===== src/hdl/pwmi_consts.svh =====
// Constants for the periodic wake-up and monitor interrupt block.
// Assumes a single 25 MHz system clock and plain-port control bits.
// Functional notes
// - Low-voltage status follows comparator in full performance.
// - Low-voltage status change sets flag; enable gates request.
// - High-temp status follows comparator in full performance.
// - High-temp status change sets flag; enable gates request.
// - Timer counts only when enabled; enable starts period.
// - Clock is RC or bus; stopped bus freezes.
// - Clock select written only while timer disabled.
// - 16-bit period written only while timer disabled.
// - Elapsed interval sets flag and restarts automatically.
// - Periodic request while flag and enable both set.
// - First interval may be shortened by start-up delay.
// - Wave output driven when enable and external enable.
`ifndef PWMI_CONSTS_SVH
`define PWMI_CONSTS_SVH
`define PWMI_PERIOD_W 16
`define PWMI_PERIOD_RST 16'h0000
`define PWMI_CLK_SEL_RC 1'b0
`define PWMI_CLK_SEL_BUS 1'b1
`define PWMI_TRIM_W 6
`endif


===== src/hdl/pwmi_pkg.sv =====
// Types for the periodic wake-up and monitor interrupt block.
// Assumes the constants header is available on the include path.
`include "pwmi_consts.svh"
package pwmi_pkg;
  typedef struct packed {
    logic low_voltage;
    logic high_temp;
    logic periodic;
  } pwmi_irq_t;
  typedef struct packed {
    logic low_voltage;
    logic high_temp;
    logic periodic;
  } pwmi_flag_t;
endpackage : pwmi_pkg


===== src/hdl/pwmi_top.sv =====
// Monitor change flags and autonomous periodic timer with interrupts.
// Assumes comparator and tick inputs are asynchronous pins; controls are on clk_sys.
`timescale 1ns/10ps
`include "pwmi_consts.svh"
module pwmi_top
  import pwmi_pkg::*;
(
  // Clock and reset
  input wire logic clk_sys,
  input wire logic rst,
  // Mode, analog comparators and clock ticks (asynchronous)
  input wire logic full_performance_mode,
  input wire logic low_voltage_cmp,
  input wire logic high_temp_cmp,
  input wire logic rc_clock_tick,
  input wire logic bus_clock_tick,
  // Control
  input wire logic low_voltage_irq_enable,
  input wire logic high_temp_irq_enable,
  input wire logic periodic_irq_enable,
  input wire logic periodic_timer_enable,
  input wire logic periodic_external_enable,
  input wire logic cfg_write,
  input wire logic periodic_clock_select_wdata,
  input wire logic [`PWMI_PERIOD_W-1:0] periodic_interval_wdata,
  input wire pwmi_flag_t flag_clear,
  // Status
  output logic low_voltage_status,
  output logic high_temp_status,
  output logic periodic_clock_select,
  output logic [`PWMI_PERIOD_W-1:0] periodic_interval,
  output pwmi_flag_t flags,
  output pwmi_irq_t irq,
  output logic periodic_wave_out
);

  // Two-stage synchronisers for asynchronous inputs
  logic [4:0] sync1_reg, sync2_reg, sync_next;
  logic tick_prev_reg, tick_prev_next;
  logic fpm_s, lv_s, ht_s, rc_s, bus_s, tick_s, tick_edge;

  always_comb begin
    sync_next = {full_performance_mode, low_voltage_cmp, high_temp_cmp,
                 rc_clock_tick, bus_clock_tick};
  end
  assign {fpm_s, lv_s, ht_s, rc_s, bus_s} = sync2_reg;
  // Selected tick source; a stopped bus clock gives no edges, so count freezes
  assign tick_s = (periodic_clock_select == `PWMI_CLK_SEL_BUS) ? bus_s : rc_s;
  assign tick_edge = tick_s & ~tick_prev_reg;
  always_comb begin
    tick_prev_next = tick_s;
  end

  always_ff @(posedge clk_sys or posedge rst) begin
    if (rst) begin
      sync1_reg <= 5'h00;
      sync2_reg <= 5'h00;
      tick_prev_reg <= 1'b0;
    end else begin
      sync1_reg <= sync_next;
      sync2_reg <= sync1_reg;
      tick_prev_reg <= tick_prev_next;
    end
  end

  // Monitor status and change flags
  logic lvs_reg, lvs_next, hts_reg, hts_next;
  pwmi_flag_t flag_reg, flag_next;
  logic [`PWMI_PERIOD_W-1:0] count_reg, count_next, intv_reg, intv_next;
  logic csel_reg, csel_next, en_prev_reg, en_prev_next, wave_reg, wave_next;
  logic elapsed;

  always_comb begin
    lvs_next = lvs_reg;
    hts_next = hts_reg;
    if (fpm_s) begin
      lvs_next = lv_s;
      hts_next = ht_s;
    end
  end

  // Set wins over a simultaneous clear
  always_comb begin
    flag_next = flag_reg;
    if (flag_clear.low_voltage) flag_next.low_voltage = 1'b0;
    if (flag_clear.high_temp) flag_next.high_temp = 1'b0;
    if (flag_clear.periodic) flag_next.periodic = 1'b0;
    if (lvs_next != lvs_reg) flag_next.low_voltage = 1'b1;
    if (hts_next != hts_reg) flag_next.high_temp = 1'b1;
    if (elapsed) flag_next.periodic = 1'b1;
  end

  // Periodic timer: counts ticks from zero up to interval, then restarts
  assign elapsed = periodic_timer_enable && tick_edge && (count_reg >= intv_reg);
  always_comb begin
    csel_next = csel_reg;
    intv_next = intv_reg;
    count_next = count_reg;
    wave_next = wave_reg;
    en_prev_next = periodic_timer_enable;
    if (cfg_write && !periodic_timer_enable) begin
      csel_next = periodic_clock_select_wdata;
      intv_next = periodic_interval_wdata;
    end
    // Fresh period on enable; tick sync latency may trim the first one
    if (!periodic_timer_enable || !en_prev_reg) begin
      count_next = '0;
    end else if (elapsed) begin
      count_next = '0;
      wave_next = ~wave_reg;
    end else if (tick_edge) begin
      count_next = count_reg + 16'h0001;
    end
    if (!periodic_timer_enable) wave_next = 1'b0;
  end

  always_ff @(posedge clk_sys or posedge rst) begin
    if (rst) begin
      lvs_reg <= 1'b0;
      hts_reg <= 1'b0;
      flag_reg <= '0;
      csel_reg <= `PWMI_CLK_SEL_RC;
      intv_reg <= `PWMI_PERIOD_RST;
      count_reg <= '0;
      en_prev_reg <= 1'b0;
      wave_reg <= 1'b0;
    end else begin
      lvs_reg <= lvs_next;
      hts_reg <= hts_next;
      flag_reg <= flag_next;
      csel_reg <= csel_next;
      intv_reg <= intv_next;
      count_reg <= count_next;
      en_prev_reg <= en_prev_next;
      wave_reg <= wave_next;
    end
  end

  assign low_voltage_status = lvs_reg;
  assign high_temp_status = hts_reg;
  assign periodic_clock_select = csel_reg;
  assign periodic_interval = intv_reg;
  assign flags = flag_reg;
  assign irq.low_voltage = flag_reg.low_voltage & low_voltage_irq_enable;
  assign irq.high_temp = flag_reg.high_temp & high_temp_irq_enable;
  assign irq.periodic = flag_reg.periodic & periodic_irq_enable;
  assign periodic_wave_out = wave_reg & periodic_external_enable;

  // Checks
  a_lv_change_flag: assert property (@(posedge clk_sys) disable iff (rst)
    (lvs_reg != $past(lvs_reg)) |-> flag_reg.low_voltage)
    else $error("low voltage change did not set flag");
  a_ht_change_flag: assert property (@(posedge clk_sys) disable iff (rst)
    (hts_reg != $past(hts_reg)) |-> flag_reg.high_temp)
    else $error("high temp change did not set flag");
  a_lv_fpm_hold: assert property (@(posedge clk_sys) disable iff (rst)
    !fpm_s |=> $stable(lvs_reg))
    else $error("low voltage status moved outside full performance");
  a_ht_follow: assert property (@(posedge clk_sys) disable iff (rst)
    fpm_s |=> hts_reg == $past(ht_s))
    else $error("high temp status did not follow comparator");
  a_count_idle: assert property (@(posedge clk_sys) disable iff (rst)
    !periodic_timer_enable |=> count_reg == 16'h0000)
    else $error("timer counted while disabled");
  a_cfg_locked: assert property (@(posedge clk_sys) disable iff (rst)
    periodic_timer_enable |=> $stable(intv_reg) && $stable(csel_reg))
    else $error("config changed while timer enabled");
  a_period_restart: assert property (@(posedge clk_sys) disable iff (rst)
    elapsed |=> flag_reg.periodic && count_reg == 16'h0000)
    else $error("elapse did not set flag and restart");
  a_periodic_irq: assert property (@(posedge clk_sys) disable iff (rst)
    irq.periodic == (flag_reg.periodic && periodic_irq_enable))
    else $error("periodic request mismatch");
  a_flag_clear: assert property (@(posedge clk_sys) disable iff (rst)
    flag_clear.periodic && !elapsed |=> !flag_reg.periodic)
    else $error("periodic flag not cleared");
  a_wave_gate: assert property (@(posedge clk_sys) disable iff (rst)
    !periodic_external_enable |-> !periodic_wave_out)
    else $error("wave out without external enable");

  // Request and monitor checks
  a_lv_irq: assert property (@(posedge clk_sys) disable iff (rst)
    irq.low_voltage == (flag_reg.low_voltage && low_voltage_irq_enable))
    else $error("low voltage request mismatch");
  a_ht_irq: assert property (@(posedge clk_sys) disable iff (rst)
    irq.high_temp == (flag_reg.high_temp && high_temp_irq_enable))
    else $error("high temp request mismatch");
  a_lv_follow: assert property (@(posedge clk_sys) disable iff (rst)
    fpm_s |=> lvs_reg == $past(lv_s))
    else $error("low voltage status did not follow comparator");
  a_ht_fpm_hold: assert property (@(posedge clk_sys) disable iff (rst)
    !fpm_s |=> $stable(hts_reg))
    else $error("high temp status moved outside full performance");
  a_lv_sticky: assert property (@(posedge clk_sys) disable iff (rst)
    flag_reg.low_voltage && !flag_clear.low_voltage |=> flag_reg.low_voltage)
    else $error("low voltage flag dropped without clear");
  a_ht_sticky: assert property (@(posedge clk_sys) disable iff (rst)
    flag_reg.high_temp && !flag_clear.high_temp |=> flag_reg.high_temp)
    else $error("high temp flag dropped without clear");

  // Timer checks
  a_count_freeze: assert property (@(posedge clk_sys) disable iff (rst)
    periodic_timer_enable && en_prev_reg && !tick_edge |=> $stable(count_reg))
    else $error("timer moved without a tick");
  a_count_step: assert property (@(posedge clk_sys) disable iff (rst)
    periodic_timer_enable && en_prev_reg && tick_edge && !elapsed
    |=> count_reg == $past(count_reg) + 16'h0001)
    else $error("timer did not step on tick");
  a_enable_fresh: assert property (@(posedge clk_sys) disable iff (rst)
    $rose(periodic_timer_enable) |=> count_reg == 16'h0000)
    else $error("enable did not start a fresh period");
  a_wave_toggle: assert property (@(posedge clk_sys) disable iff (rst)
    elapsed && en_prev_reg |=> wave_reg != $past(wave_reg))
    else $error("wave did not toggle on elapse");
  a_cfg_load: assert property (@(posedge clk_sys) disable iff (rst)
    cfg_write && !periodic_timer_enable
    |=> intv_reg == $past(periodic_interval_wdata))
    else $error("period write while disabled was lost");
  a_flag_sticky: assert property (@(posedge clk_sys) disable iff (rst)
    flag_reg.periodic && !flag_clear.periodic |=> flag_reg.periodic)
    else $error("periodic flag dropped without clear");

endmodule : pwmi_top


===== config.mk =====
export PLATFORM = sky130hd
export DESIGN_NAME = pwmi_top
export DESIGN_NICKNAME = d
export VERILOG_FILES = /design/src/hdl/pwmi_pkg.sv /design/src/hdl/pwmi_top.sv
export VERILOG_INCLUDE_DIRS = /design/src /design/src/hdl
export SDC_FILE = /design/constraint.sdc
export NUM_CORES = 1
export LEC_CHECK = 0
export BUFFER_PORTS_ARGS = -buffer_cell sky130_fd_sc_hd__buf_2
export CORE_MARGIN = 10
export CORE_UTILIZATION = 35
export DETAILED_ROUTE_END_ITERATION = 8
export SYNTH_ARGS = -nofsm -noshare
export SYNTH_HDL_FRONTEND = slang
export SYNTH_SLANG_ARGS = --single-unit

===== constraint.sdc =====
create_clock -name clk_sys -period 2.6 [get_ports clk_sys]
set_clock_uncertainty 0.1 [all_clocks]
set_input_delay 0.65 -clock clk_sys [delete_from_list [all_inputs] [get_ports clk_sys]]
set_output_delay 0.65 -clock clk_sys [all_outputs]
set_load 0.1 [all_outputs]

==> impl_results.md <==
- Area occupied by multi-input gates: 0.00111 mm^2
- Sequential area share after synthesis: 50.5%
- Post-CTS Resized: 0
- Gr ovfl total: 0
- Internal power: 0.00115 W
- Fin crit share: 91.8%
- Worst IR Drop VDD: 0.000378 V
- Starting Density: 36.6%
- Global placement routability congestion: 0.786
- Data required, critical path: 2.70 ns
- Final Max Slew Viols: 0
- Routed len/inst: 13.1 um
- Final hold violations: 0
- P_leak: 1.42 nW
- Hold endpoint: sync2_reg[4]
- Critical path type: flip-flop to flip-flop
- Area grow syn2layout: 19.6%
- Clk network pwr share: 23.4%
- Final ANT Viol Nets: 0
- Num ports: 59
- Syn Nets: 292
- Max FO, Critical Path: 15
- DR pass1 iterations: 4
- Switching share of power: 39.9%
- Setup_tns: 0 ns
- Outcome: finished, final reports clean
- # diodes: 0
- # DRC: 0
- Nets: 355
- Most frequent cells in the layout: 58 x buf_2, 48 x dfrtp_1, 30 x nand2_1
- Post-synth top area cell: dfrtp_1
- Clock latency on the worst-skew pair: 0.30 ns
- Reg area: 0.00128 mm^2
- Clock sink count: 51
- Worst setup EP type: flip-flop
- Yosys cell types: 42
- Die ar.: 0.0110 mm^2
- Row count: 30
- Die Width: 105 um
- R2R Path Start: count_reg[0]
- Via Count: 1847
- R2R setup slack: 0.21 ns
- First-pass GRT wire length: 9.16 mm
- Filler instances: 714
- Worst r2r path cells: 7
- CTS Buffer Depth: 2
- Slew @ Worst Pin: 0.515 ns
- DP HPWL: 4.11 mm
- Overall routing resource usage: 9.85%
- CTS tree: yes
- Largest net degree at the start of global routing: 31
- Hold/Removal Path Class: flip-flop to flip-flop
- Maximum clock frequency: 419 MHz
- Synth area leaders: dfrtp_1 51%, ha_1 8.4%, nand2_1 4.5%, o21ai_0 4.4%, inv_1 3.4%
- Vias in the first global route: 1971
- Root Driver: clkbuf_8
- CTS Buf Count: 5
- Data arrival time of the critical path: 2.48 ns
- Worst Min Path Start: sync1_reg[4]
- R2r endpoint: flags[0]
- Final setup viols: 0
- Layout Utilization: 43.7%
- Routed wire length: 5.28 mm
- CP startpoint kind: flip-flop
- Buffers on Ports: 58
- Synth top area share: 50.5%
- Die H: 105 um
- Core Area: 0.00691 mm^2
- Share of cells above drive strength 1: 28.4%
- H-tree lvl count: 2
- Power share of the combinational group: 30.8%
- CTS clk-pin slew, worst paths: 0.09 ns
- Pwr/cell area: 633 mW/mm^2
- Mapped Cells: 242
- Psw: 0.000763 W
- Rel. slew slack: 65.3%
- FF+latch count, synth: 51
- Sequential power share: 45.9%
- Final Critical Period: 2.39 ns
- Setup repair bufs after CTS: 0
- Mapped Avg Cell Area: 10.4 um^2
- Via density: 4.59
- Commonest non-fill, non-tap cell in the layout: buf_2
- Ys Warns: 0
- Cell Area, Synth: 0.00252 mm^2
- Initial antenna violation count: 0
- Max cap viols: 0
- Post-CTS Hold Buffers: 0
- WHS Path Cells: 0
- First DRT Iteration DRCs: 91
- RSZ-0062 raised after global routing: no
power groups by stage:
| stage | Sequential (W) | Combinational, W | Clock (W) |
|---|---|---|---|
| final | 0.000877 | 0.000588 | 0.000447 |
| after global routing | 0.000885 | 0.000627 | 0.000497 |
| after CTS | 0.000878 | 0.000596 | 0.000472 |
| after detailed placement | 0.000894 | 0.000594 | 0 |
| after global placement | 0.000892 | 0.000589 | 0 |
| after floorplan | 0.00121 | 0.000164 | 0 |
per-stage QoR:
stage | instances | hold slack [ns] | total power (W) | setup WS, ns | area (um^2)
after floorplan | 242 | 0.231 | 0.00137 | 0.00954 | 2530
after global placement | 394 | 0.232 | 0.00148 | 0.263 | 2940
after global routing | 402 | 0.264 | 0.00201 | 0.0878 | 3020
after detailed placement | 394 | 0.235 | 0.00149 | 0.231 | 2940
final | 402 | 0.254 | 0.00191 | 0.214 | 3020
after CTS | 402 | 0.256 | 0.00195 | 0.197 | 3020
synthesized netlist by cell type (all sizes together):
cell type  count
nor2b          1
a21o           1
a32o           1
o21ai         22
mux2i          1
and3           2
nor3b          2
nand2         31
dfrtp         51
and2           4
a31oi          8
nor2           3
a21oi          9
nand3          8
nand3b         2
a41oi          2
mux2           5
clkbuf         3
a22o           1
nand2b         3
a311oi         1
nand4          6
ha            17
nor4b          1
inv           23
nor3          12
and4           2
xnor2          7
xor2           3
o31a           1
a2111o         1
o211ai         1
buf            5
nor4           1
a2111oi        1
cells by family after synthesis:
family                   count (synthesis)  share of synthesized area [%]
adder cells (fa/ha/maj)                 17                           8.42
multiplexers                             6                           2.77
buffers and inverters                   31                           5.45
AND/OR/NAND/NOR                         78                           16.2
flip-flops                              51                           50.5
XOR/XNOR                                10                           3.47
AO/OA/AOI/OAI                           49                           13.1
layout make-up:
class	count	share of cell area [%]
clock buffers	6	2.40
clock inverters	2	0.414
inverters	23	2.86
multi-input cells	160	36.9
flip-flops and latches	51	42.4
well taps	96	3.98
repair buffers	64	11.1
worst max-delay path, cell delays in order (launching register included):
cell	delay, ns
dfrtp_1	0.43
inv_1	0.06
ha_1	0.26
nand2b_1	0.14
a2111o_1	0.44
a31oi_4	0.41
a21oi_2	0.21
a22o_1	0.22
per-layer routing:
metal | part of all wire [%] | wire (um) | GRT usage, % | vias up
met5 | 0 | 0 | 0 | -
met4 | 0.98 | 52 | 2.94 | 0
met3 | 6.1 | 324 | 3.13 | 4
met2 | 43 | 2280 | 14.9 | 52
met1 | 50 | 2620 | 13.1 | 818
li1 | - | - | - | 973
worst max-delay path by stage:
| stage | start | to | slack, ns | depth (start not counted) |
|---|---|---|---|---|
| finish | count_reg[0] | flags[0] | 0.21 | 7 |
| global route | count_reg[0] | flags[0] | 0.09 | 7 |
| floorplan | periodic_interval[13] | flags[0] | 0.01 | 7 |
| detailed placement | count_reg[0] | flags[0] | 0.23 | 7 |
| global placement | count_reg[0] | flags[0] | 0.26 | 7 |
| CTS | count_reg[0] | flags[0] | 0.20 | 7 |
No activity file was read; power rests on OpenSTA's default activity.
